--- src/rtl/pwmu_pkg.sv ---
`default_nettype none
package pwmu_pkg;
   // --------------------------------------------------------------
   // register offsets (byte addresses)
   // --------------------------------------------------------------
   localparam logic [7:0] OFS_CTRL    = 8'h00;
   localparam logic [7:0] OFS_SRC     = 8'h04;
   localparam logic [7:0] OFS_PRESC   = 8'h08;
   localparam logic [7:0] OFS_COUNT   = 8'h0C;
   localparam logic [7:0] OFS_PCOUNT  = 8'h10;
   localparam logic [7:0] OFS_MCTL    = 8'h14;
   localparam logic [7:0] OFS_OUTCTL  = 8'h18;
   localparam logic [7:0] OFS_RELEASE = 8'h1C;
   localparam logic [7:0] OFS_STATUS  = 8'h20;
   localparam logic [7:0] OFS_MASK    = 8'h24;
   localparam logic [7:0] OFS_MATCH0  = 8'h40;
   localparam logic [7:0] OFS_MATCH6  = 8'h58;
   // --------------------------------------------------------------
   // field layout
   // --------------------------------------------------------------
   localparam int NMATCH      = 7;
   localparam int NOUT        = 6;
   localparam int SRC_MODE_LO = 0;
   localparam int SRC_SEL_LO  = 2;
   localparam int OUT_OE_LO   = 8;
   localparam int MCTL_W      = 3;
   // --------------------------------------------------------------
   // reset values
   // --------------------------------------------------------------
   localparam logic [31:0] RST_WORD = 32'h0000_0000;
   localparam logic [6:0]  RST_BITS = 7'h00;
   // --------------------------------------------------------------
   // count source modes
   // --------------------------------------------------------------
   localparam logic [1:0] SRC_TIMER = 2'h0;
   localparam logic [1:0] SRC_RISE  = 2'h1;
   localparam logic [1:0] SRC_FALL  = 2'h2;
   localparam logic [1:0] SRC_BOTH  = 2'h3;

   typedef struct packed {
      logic follow;
      logic pwm_on;
      logic clr;
      logic en;
   } pwmu_ctrl_t;

   typedef struct packed {
      logic stop;
      logic rst;
      logic int_en;
   } pwmu_mact_t;
endpackage : pwmu_pkg
`default_nettype wire

--- src/rtl/pwmu_count_src.sv ---
`default_nettype none
module pwmu_count_src #(
   parameter int NCAP = 2,
   parameter int SELW = 1
) (
   input  wire logic            clk,
   input  wire logic            srst,
   input  wire logic            run,
   input  wire logic            clr,
   input  wire logic [1:0]      mode,
   input  wire logic [SELW-1:0] sel,
   input  wire logic [31:0]     presc,
   input  wire logic [NCAP-1:0] cap_in,
   output logic                 tick,
   output logic [31:0]          pc
);
   logic [NCAP-1:0] s1_reg, s2_reg, s3_reg;
   logic [31:0]     pc_reg, pc_next;
   logic            cur, prv, ev;

   // --------------------------------------------------------------
   // count event select
   // --------------------------------------------------------------
   always_comb begin
      cur = s2_reg[sel];
      prv = s3_reg[sel];
      // RL2 timer or counter
      case (mode)
         pwmu_pkg::SRC_TIMER: ev = 1'b1;
         pwmu_pkg::SRC_RISE:  ev = cur & ~prv;
         pwmu_pkg::SRC_FALL:  ev = ~cur & prv;
         default:             ev = cur ^ prv;
      endcase
      // RL1 prescale terminal
      tick    = run & ev & (pc_reg == presc);
      pc_next = pc_reg;
      if (clr) begin
         pc_next = pwmu_pkg::RST_WORD;
      end else if (tick) begin
         pc_next = pwmu_pkg::RST_WORD;
      end else if (run & ev) begin
         pc_next = pc_reg + 32'h0000_0001;
      end
   end

   // synchroniser free-runs through reset so no false edge follows it
   always_ff @(posedge clk) begin
      s1_reg <= cap_in;
      s2_reg <= s1_reg;
      s3_reg <= s2_reg;
      if (srst) begin
         pc_reg <= pwmu_pkg::RST_WORD;
      end else begin
         pc_reg <= pc_next;
      end
   end

   assign pc = pc_reg;
endmodule : pwmu_count_src
`default_nettype wire

--- src/rtl/pwmu_edge_out.sv ---
`default_nettype none
module pwmu_edge_out (
   input  wire logic clk,
   input  wire logic srst,
   input  wire logic en,
   input  wire logic set,
   input  wire logic clr,
   output logic      out
);
   logic out_reg, out_next;

   always_comb begin
      out_next = out_reg;
      if (!en) begin
         out_next = 1'b0;
      // RL6 clear beats set
      end else if (clr) begin
         out_next = 1'b0;
      end else if (set) begin
         out_next = 1'b1;
      end
   end

   always_ff @(posedge clk) begin
      if (srst) begin
         out_reg <= 1'b0;
      end else begin
         out_reg <= out_next;
      end
   end

   assign out = out_reg;
endmodule : pwmu_edge_out
`default_nettype wire

--- src/rtl/pwmu_top.sv ---
// Behaviour
// RL1 - The 32-bit count advances once each time the 32-bit prescale counter reaches its terminal value.
// RL2 - The count source is either the clock (timer) or edges on a selected capture input (counter).
// RL3 - Seven match registers serve up to six single-edge or three double-edge outputs, or any mix.
// RL4 - Match 0 sets the cycle period by resetting the count, giving all outputs one rate.
// RL5 - A single-edge output rises at the period match and falls at its own match.
// RL6 - A single-edge output set to constant low does not rise at the cycle start.
// RL7 - A double-edge output takes its rise from the previous match and its fall from its own.
// RL8 - Rise before fall gives a positive pulse, fall before rise a negative one.
// RL9 - Period and width accept any count value.
// RL10 - New match values take effect only after software releases them, in step with the outputs.
// RL11 - Each match may continue, stop or reset the count, and may raise an interrupt.
// RL12 - With modulation off the unit is a plain timer with its matches still working.
// RL13 - Two units run in lock-step when set to one rate and enabled together, lead and follower.
// RL14 - Released values move into the active compares at the period reset.
`default_nettype none
module pwmu_top #(
   parameter int NCAP = 2,
   parameter int SELW = 1
) (
   input  wire logic            clk,
   input  wire logic            srst,
   input  wire logic [7:0]      addr,
   input  wire logic [31:0]     wdata,
   input  wire logic            wr,
   input  wire logic            rd,
   output logic [31:0]          rdata,
   input  wire logic [NCAP-1:0] cap_in,
   input  wire logic            sync_in,
   output logic                 sync_out,
   output logic [6:1]           pwm_out,
   output logic                 irq
);
   localparam int N = pwmu_pkg::NMATCH;

   pwmu_pkg::pwmu_ctrl_t          ctrl_reg, ctrl_next;
   pwmu_pkg::pwmu_mact_t [N-1:0]  mctl_reg, mctl_next;
   logic [SELW+1:0]               src_reg, src_next;
   logic [31:0]                   presc_reg, presc_next;
   logic [31:0]                   tc_reg, tc_next;
   logic [N-1:0][31:0]            sh_reg, sh_next;
   logic [N-1:0][31:0]            act_reg, act_next;
   logic [14:0]                   oc_reg, oc_next;
   logic [N-1:0]                  rel_reg, rel_next;
   logic [N-1:0]                  st_reg, st_next;
   logic [N-1:0]                  mask_reg, mask_next;
   logic [31:0]                   rdata_reg, rdata_next;
   logic                          irq_reg, sync_reg;
   logic                          run, tick, prst, any_rst, any_stop;
   logic [N-1:0]                  hit;
   logic [31:0]                   pc;
   logic [6:1]                    o_set, o_clr;
   logic                          w_ctrl, w_tc, w_rel, w_st;
   logic [N-1:0]                  w_m;

   // ------------------------------------------------------------------
   // count source and prescaler
   // ------------------------------------------------------------------
   // RL13 follower waits on lead
   assign run = ctrl_reg.en & ~ctrl_reg.clr & (~ctrl_reg.follow | sync_in);

   pwmu_count_src #(
      .NCAP (NCAP),
      .SELW (SELW)
   ) u_pwmu_count_src (
      .clk    (clk),
      .srst   (srst),
      .run    (run),
      .clr    (ctrl_reg.clr),
      .mode   (src_reg[1:0]),
      .sel    (src_reg[SELW+1:2]),
      .presc  (presc_reg),
      .cap_in (cap_in),
      .tick   (tick),
      .pc     (pc)
   );

   // ------------------------------------------------------------------
   // match compare
   // ------------------------------------------------------------------
   always_comb begin
      any_rst  = 1'b0;
      any_stop = 1'b0;
      for (int i = 0; i < N; i++) begin
         // RL9 any count value
         hit[i] = tick & (tc_reg == act_reg[i]);
         // RL11 match actions
         any_rst  = any_rst | (hit[i] & mctl_reg[i].rst);
         any_stop = any_stop | (hit[i] & mctl_reg[i].stop);
      end
      // RL4 period match resets count
      any_rst = any_rst | (hit[0] & ctrl_reg.pwm_on);
      prst    = hit[0] & ctrl_reg.pwm_on;
   end

   // ------------------------------------------------------------------
   // output edges
   // ------------------------------------------------------------------
   always_comb begin
      for (int n = 1; n <= pwmu_pkg::NOUT; n++) begin
         // RL5 single edge, RL7 double edge
         if (n >= 2 && oc_reg[n]) begin
            o_set[n] = hit[n-1];
         end else begin
            o_set[n] = hit[0];
         end
         o_clr[n] = hit[n];
      end
   end

   // RL3 six outputs from seven matches
   // RL8 pulse sense from match order
   for (genvar g = 1; g <= pwmu_pkg::NOUT; g++) begin : g_out
      pwmu_edge_out u_pwmu_edge_out (
         .clk  (clk),
         .srst (srst),
         .en   (ctrl_reg.pwm_on & oc_reg[pwmu_pkg::OUT_OE_LO+g-1]),
         .set  (o_set[g]),
         .clr  (o_clr[g]),
         .out  (pwm_out[g])
      );
   end

   // ------------------------------------------------------------------
   // register file and counter
   // ------------------------------------------------------------------
   always_comb begin
      w_ctrl = wr & (addr == pwmu_pkg::OFS_CTRL);
      w_tc   = wr & (addr == pwmu_pkg::OFS_COUNT);
      w_rel  = wr & (addr == pwmu_pkg::OFS_RELEASE);
      w_st   = wr & (addr == pwmu_pkg::OFS_STATUS);
      for (int i = 0; i < N; i++) begin
         w_m[i] = wr & (addr == 8'(pwmu_pkg::OFS_MATCH0 + 8'(4 * i)));
      end

      ctrl_next  = ctrl_reg;
      src_next   = src_reg;
      presc_next = presc_reg;
      mctl_next  = mctl_reg;
      oc_next    = oc_reg;
      mask_next  = mask_reg;
      if (w_ctrl) begin
         ctrl_next = wdata[3:0];
      end else if (wr && addr == pwmu_pkg::OFS_SRC) begin
         src_next = wdata[SELW+1:0];
      end else if (wr && addr == pwmu_pkg::OFS_PRESC) begin
         presc_next = wdata;
      end else if (wr && addr == pwmu_pkg::OFS_MCTL) begin
         mctl_next = wdata[N*pwmu_pkg::MCTL_W-1:0];
      end else if (wr && addr == pwmu_pkg::OFS_OUTCTL) begin
         oc_next = wdata[14:0];
      end else if (wr && addr == pwmu_pkg::OFS_MASK) begin
         mask_next = wdata[N-1:0];
      end
      // RL11 stop on match
      if (any_stop && !w_ctrl) begin
         ctrl_next.en = 1'b0;
      end

      // RL1 count advance
      tc_next = tc_reg;
      if (w_tc) begin
         tc_next = wdata;
      end else if (ctrl_reg.clr || (tick && any_rst)) begin
         tc_next = pwmu_pkg::RST_WORD;
      end else if (tick) begin
         tc_next = tc_reg + 32'h0000_0001;
      end

      sh_next  = sh_reg;
      act_next = act_reg;
      for (int i = 0; i < N; i++) begin
         if (w_m[i]) begin
            sh_next[i] = wdata;
         end
         // RL12 plain timer loads at once
         // RL14 load at period reset
         if (rel_reg[i] && (!ctrl_reg.pwm_on || prst)) begin
            act_next[i] = sh_reg[i];
         end
      end
      // RL10 release latch, set wins
      rel_next = rel_reg;
      if (ctrl_reg.pwm_on) begin
         rel_next = rel_reg & ~{N{prst}};
      end else begin
         rel_next = '0;
      end
      if (w_rel) begin
         rel_next = rel_next | wdata[N-1:0];
      end

      // RL11 match interrupt flags
      st_next = st_reg;
      if (w_st) begin
         st_next = st_reg & ~wdata[N-1:0];
      end
      for (int i = 0; i < N; i++) begin
         st_next[i] = st_next[i] | (hit[i] & mctl_reg[i].int_en);
      end

      rdata_next = 32'h0000_0000;
      if (!rd) begin
         rdata_next = 32'h0000_0000;
      end else if (addr == pwmu_pkg::OFS_CTRL) begin
         rdata_next[3:0] = ctrl_reg;
      end else if (addr == pwmu_pkg::OFS_SRC) begin
         rdata_next[SELW+1:0] = src_reg;
      end else if (addr == pwmu_pkg::OFS_PRESC) begin
         rdata_next = presc_reg;
      end else if (addr == pwmu_pkg::OFS_COUNT) begin
         rdata_next = tc_reg;
      end else if (addr == pwmu_pkg::OFS_PCOUNT) begin
         rdata_next = pc;
      end else if (addr == pwmu_pkg::OFS_MCTL) begin
         rdata_next[N*pwmu_pkg::MCTL_W-1:0] = mctl_reg;
      end else if (addr == pwmu_pkg::OFS_OUTCTL) begin
         rdata_next[14:0] = oc_reg;
      end else if (addr == pwmu_pkg::OFS_RELEASE) begin
         rdata_next[N-1:0] = rel_reg;
      end else if (addr == pwmu_pkg::OFS_STATUS) begin
         rdata_next[N-1:0] = st_reg;
      end else if (addr == pwmu_pkg::OFS_MASK) begin
         rdata_next[N-1:0] = mask_reg;
      end else if (addr >= pwmu_pkg::OFS_MATCH0 && addr <= pwmu_pkg::OFS_MATCH6 && addr[1:0] == 2'h0) begin
         rdata_next = sh_reg[3'(addr[4:2])];
      end
   end

   always_ff @(posedge clk) begin
      if (srst) begin
         ctrl_reg  <= '0;
         src_reg   <= '0;
         presc_reg <= pwmu_pkg::RST_WORD;
         mctl_reg  <= '0;
         oc_reg    <= '0;
         tc_reg    <= pwmu_pkg::RST_WORD;
         sh_reg    <= '0;
         act_reg   <= '0;
         rel_reg   <= pwmu_pkg::RST_BITS;
         st_reg    <= pwmu_pkg::RST_BITS;
         mask_reg  <= pwmu_pkg::RST_BITS;
         rdata_reg <= pwmu_pkg::RST_WORD;
         irq_reg   <= 1'b0;
         sync_reg  <= 1'b0;
      end else begin
         ctrl_reg  <= ctrl_next;
         src_reg   <= src_next;
         presc_reg <= presc_next;
         mctl_reg  <= mctl_next;
         oc_reg    <= oc_next;
         tc_reg    <= tc_next;
         sh_reg    <= sh_next;
         act_reg   <= act_next;
         rel_reg   <= rel_next;
         st_reg    <= st_next;
         mask_reg  <= mask_next;
         rdata_reg <= rdata_next;
         irq_reg   <= |(st_next & mask_next);
         // RL13 lead start marker
         sync_reg  <= ctrl_next.en & ~ctrl_next.clr;
      end
   end

   assign rdata    = rdata_reg;
   assign irq      = irq_reg;
   assign sync_out = sync_reg;
endmodule : pwmu_top
`default_nettype wire

--- config.mk ---
export PLATFORM = sky130hd
export DESIGN_NAME = pwmu_top
export DESIGN_NICKNAME = d
export VERILOG_FILES = /design/src/rtl/pwmu_pkg.sv /design/src/rtl/pwmu_count_src.sv /design/src/rtl/pwmu_edge_out.sv /design/src/rtl/pwmu_top.sv
export SDC_FILE = /design/constraint.sdc
export NUM_CORES = 2
export LEC_CHECK = 0
export BUFFER_PORTS_ARGS = -buffer_cell sky130_fd_sc_hd__buf_2
export CORE_ASPECT_RATIO = 0.8
export CORE_MARGIN = 2
export CORE_UTILIZATION = 25
export CTS_CLUSTER_SIZE = 14
export DETAILED_ROUTE_END_ITERATION = 7
export SLEW_MARGIN = 40
export SYNTH_ARGS = -nofsm -noshare
export SYNTH_HDL_FRONTEND = slang
export SYNTH_SLANG_ARGS = --single-unit
--- constraint.sdc ---
create_clock -name clk -period 6.3 [get_ports clk]
set_input_delay 1.89 -clock clk [delete_from_list [all_inputs] [get_ports clk]]
set_output_delay 1.89 -clock clk [all_outputs]
set_load 0.02 [all_outputs]
# After elaboration in Yosys (flattened, before gate mapping)
# Index checks and enable logic that the tools add are counted.
# word_totals
ff_bits	654
latchBits	0
ram_bits	0
mem_bits_ro	0
inputBits	47
output_inout_bits	40
mem_count	0
# op_classes
addsub	2
mul	0
n_div	0
order_cmp	4
n_eq_ne	26
shift	0
n_mux	46
n_bitwise	97
reduce_logical	38
# op_table
op	n
$eq 32x32->1	8
$mux 32	8
$mux 25	6
$bmux 32 s3	1
$mux 7	12
$add 32x1->32 const B	2
$eq 8x7->1 const B	7
$and 1x1->1	53
$eq 8x5->1 const B	4
$and 7x7->7	3
$mux 21	1
$or 1x1->1	21
$reduce_or 3->1	7
$mux 17	1
$eq 8x4->1 const B	2
$eq 8x6->1 const B	2
$logic_and 1x1->1	16
$not 1->1	16
$mux 15	1
$not 7->7	2
$mux 1	11
$mux 11	1
$eq 8x3->1 const B	1
$ge 8x7->1 const B	1
other kinds (23)	26

# Longest topological paths before layout
# logic_depth
depth_word	20
ltp_mapped	15
ltp_nobuf	11

# Cells and area by module
# A second synthesis with hierarchy kept.
# hier_totals
hier_cells	3926
hier_area_um2	30676.9
# by_module_without_submodules
mod	instances	cells_per_inst	area_per_inst_um2	seq_area_each_um2
pwmu_top	1	3661	28368.5	12211.7
pwmu_count_src	1	247	2075.7	760.7
pwmu_edge_out	6	3	38.8	20.0

# Worst setup path before layout
# No wires, ideal clock.
# synth_path
path_type	input to register
startpoint	input addr[1]
endpoint	register irq_reg (netlist: irq)
setup_ns	0.125
arrival_ns	3.833
required_ns	6.175
path_slack_ns	2.342
cell_stages	9
path_buffers	2
cell_sequence	buf_2 > nor4b_4 > nand3_2 > buf_6 > a21oi_4 > o221ai_2 > nor3_2 > o221ai_1 > o41a_1
# synth_via
elab_chain_cells	10
word_cells_on_any_way	30
cone_classes	eq/ne (6); mux (7); bitwise (10); reduce/logical (7)
# synth_lines
item	line_no	source
start: declaration	pwmu_top.sv:23	input wire logic [7:0] addr,
$eq 8x6->1	pwmu_top.sv:152	end else if (wr && addr == pwmu_pkg::OFS_MASK) begin
$logic_and 1x1->1	pwmu_top.sv:152	
$mux 7	pwmu_top.sv:152	
$mux 7	pwmu_top.sv:150	end else if (wr && addr == pwmu_pkg::OFS_OUTCTL) begin
$mux 7	pwmu_top.sv:148	end else if (wr && addr == pwmu_pkg::OFS_MCTL) begin
$mux 7	pwmu_top.sv:146	end else if (wr && addr == pwmu_pkg::OFS_PRESC) begin
$mux 7	pwmu_top.sv:144	end else if (wr && addr == pwmu_pkg::OFS_SRC) begin
$mux 7	pwmu_top.sv:142	if (w_ctrl) begin
$and 7x7->7 (*)	pwmu_top.sv:259	irq_reg <= |(st_next & mask_next);
$reduce_or 7->1 (*)	pwmu_top.sv:259	
end signal: assignment	pwmu_top.sv:259	
end: declaration	pwmu_top.sv:48	logic irq_reg, sync_reg;
# Every way passes the cells marked *; elsewhere a longest branch is shown, timed or not.
# A chain may end at the register's enable or synchronous reset.

# Worst setup path in the final report
# layout_path
startpoint	input addr[2]
endpoint	register irq_reg (netlist: irq)
# The elaborated chain is that of the path after synthesis.

==> flow_summary_export.csv <==
group,metric,value,unit
clock_network,clock_latency,640,ps
place,post-place-cells,5214,
sta,max_slew_margin,36.92,%
sta,fin_crit,4375,ps
job,cap_violations,0,
global_route,track_usage,19.52,%
cells_and_area,drive_gt1_share,8.843,%
sta,tightest_slew,944.8,ps
critical_path,endpoint,"irq",
die,die_area,122300,um^2
clock_network,cts_hold_buf,0,
yosys,syn_inst,3845,
route,routed.top_layer,"met5",
place,gp_congestion,1.000,
route,firstDrtPassIters,6,
critical_path,worst-path-max-fanout,44,
power,p_sw,2.142,mW
critical_path,r2r_cells,9,
critical_path,critPathKind,"input port to flop",
global_route,antenna_found_initial,20,
power,p_comb_share,5.3,%
critical_path,reg2reg_from,"tc_reg[2]",
cells_and_area,mostFrequentLayoutCell,"nand2_1",
sta,finClkSkew,40.08,ps
sta,slew_viol_final,0,
global_route,grt_max_degree,129,
power,clockPowerShare,46.8,%
route,antenna_left,0,
clock_network,cts_setup_buffers,0,
yosys,synth-seq-cells,654,
route,wl,123600,um
clock_network,cts_sinks,654,
yosys,syn-cell-area,29880,um^2
power,leakage,10.88,nW
yosys,yosysTopAreaCell,"dfxtp_1",
clock_network,path_clk_slew,60,ps
cells_and_area,area_growth,12.69,%
place,port_buffers,86,
place,dp_hpwl,85660,um
yosys,ys_seq_area_share,43.81,%
die,core,118600,um^2
global_route,grt_pass1_wl,177900,um
critical_path,cp.required,6790,ps
sta,setup_viol,0,
clock_network,cts_max_level,3,
hold_path,hp-class,"flop to flop",
clock_network,ctsResizeCount,0,
die,io-pin-count,87,
yosys,synth-main-ff-cell,"dfxtp_1",
yosys,ys_warn_count,0,
route,vias_per_cell,5.298,
yosys,ys_top_cells_by_area,"dfxtp_1 (44%), nand2_1 (15%), a21oi_1 (11%), xnor2_1 (6.1%), clkbuf_1 (2.8%)",
sta,fmax,0.2285,GHz
die,dieHeight,313.2,um
global_route,first_global_vias,25240,
route,wl_met3,15240,um
power,switching_share,24.59,%
yosys,synth-edff-count,0,
cells_and_area,fin_cells,5329,
critical_path,end_kind,"flop",
die,initial_core_util,25.19,%
die,row_count,113,
yosys,syn_area_per_cell,7.772,um^2
sta,rsz0062_at_grt,"false",
sta,fin_crit_sh,69.45,%
cells_and_area,layout.nets,3783,
route,drc,0,
status,outcome,"complete, no violations",
route,met2WireLength,50320,um
yosys,postSynthNetCount,3896,
clock_network,numCtsBuffers,67,
route,wl_met1,53470,um
power,cellPowerDensity,258.7,nW/um^2
clock_network,clockRootBuffer,"clkbuf_16",
cells_and_area,diodes,0,
critical_path,critical_path.startpoint,"addr[2]",
cells_and_area,fill_cells,12610,
yosys,ys_types,70,
sta,finalSetupTns,0,ps
critical_path,crit_path_start_kind,"input port",
power,seqPwrFrac,47.9,%
die,die_w,390.5,um
route,drt_iter0_drc,4340,
critical_path,reg2reg_to,"tc_reg[0]",
yosys,ys_async_sr_fraction,0,%
sta,hold_viol,0,
power,p_int,6.571,mW
critical_path,reg2reg_slack,2180,ps
global_route,grt-ovfl-total,0,
clock_network,cts_tree,"built",
critical_path,critPathArrivalTime,4870,ps
cells_and_area,final_cell_mix,"nand2_1 (1184), dfxtp_1 (648), a21oi_1 (627), xnor2_1 (208), nor2_1 (141)",
route,vias,28230,
route,avgRoutedWirePerCell,23.19,um
clock_network,cts.path.max_buffers,3,
power,peakVddDrop,194.5,uV
yosys,synth_top_area_share,43.81,%
[area by class of cell]
type	count	area (um^2)	area share, %
clock buffer	94	1951	5.792
inverter	33	123.9	0.3678
tap	1552	1942	5.766
multi-input combinational	2826	15350	45.58
timing repair buffer	150	998.5	2.965
clock inverter	20	211.5	0.6279
sequential	654	13100	38.90
[worst max-delay path: stages]
cell and delay (ps):
buf_4 440, nor4b_4 670, nand3_2 460, a21oi_1 430, o221ai_2 150, nor3_2 210
o221ai_1 140, o41a_1 450
[per-layer routing]
metal | vias to the layer above | track usage (%)
met5 | - | 0
met4 | 8 | 6.467
met3 | 281 | 5.293
met2 | 1753 | 27.49
met1 | 13540 | 28.39
li1 | 12650 | -
[power by group through the flow]
stage	Sequential [mW]	Combinational, mW	Clock (mW)
final	4.17	0.465	4.08
after detailed placement	4.26	0.442	0
after floorplan	4.24	0.260	0
after global routing	4.17	0.474	4.25
after global placement	4.27	0.437	0
after CTS	4.17	0.444	4.10
[cells by family after synthesis]
| group | share of synthesized area [%] |
|---|---|
| and+or+nand+nor | 22.61 |
| buffers and inverters | 5.091 |
| xor gates and xnor gates | 8.411 |
| muxes | 4.061 |
| adders and majority gates | 0.1675 |
| DFF | 43.81 |
| AOI/OAI and AO/OA | 15.85 |
[synthesized netlist by cell type (3+ instances only)]
master     instances
a211oi_1          14
a21oi_1          627
a221oi_1          11
a222oi_1          15
a22oi_1           43
a31oi_1           14
a32oi_1            6
and2_1            21
and3_1            11
and4_1             5
buf_1             11
buf_2             91
buf_4              6
clkbuf_1         222
dfxtp_1          654
ha_1               4
inv_1             33
mux2i_1           47
mux4_2            32
nand2_1         1185
nand2b_1           6
nand3_1           45
nand4_1           68
nand4b_1           3
nor2_1           150
nor2b_1           11
nor3_1            32
nor3_2             3
nor3b_1            3
nor4_1            30
nor4_2             3
o211ai_1           7
o21a_1             3
o21ai_0           63
o221ai_1           5
o22ai_1           11
o2bb2ai_1          9
o31ai_1            3
or2_2              3
or3_1              7
or4b_1             3
xnor2_1          208
xor2_1            79
[through the flow]
stage | total power, mW | instance area (um^2) | setup slack [ps] | hold slack (ps) | util [%]
2_1_floorplan | 4.503 | 29880 | 2342 | 309.6 | -
3_3_place_gp | 4.703 | 31410 | 1433 | 315.3 | 26.48
3_5_place_dp | 4.707 | 31480 | 1374 | 317.1 | 26.54
4_1_cts | 8.713 | 33640 | 1963 | 330.4 | 28.36
5_1_grt | 8.898 | 33680 | 1803 | 342.0 | 28.39
6_report | 8.713 | 33680 | 1925 | 327.4 | 28.39
[worst min-delay path by stage]
stage | from | endpoint | slack (ps) | cells past startpoint
3_3_place_gp | u_pwmu_count_src.s1_reg[1] | u_pwmu_count_src.s2_reg[1] | 320 | 0
3_5_place_dp | u_pwmu_count_src.s1_reg[1] | u_pwmu_count_src.s2_reg[1] | 320 | 0
5_1_grt | u_pwmu_count_src.s1_reg[1] | u_pwmu_count_src.s2_reg[1] | 340 | 0
2_1_floorplan | u_pwmu_count_src.s1_reg[0] | u_pwmu_count_src.s2_reg[0] | 310 | 0
4_1_cts | u_pwmu_count_src.s1_reg[1] | u_pwmu_count_src.s2_reg[1] | 330 | 0
6_report | u_pwmu_count_src.s1_reg[1] | u_pwmu_count_src.s2_reg[1] | 330 | 0
Power figures use the tool's default switching activity.
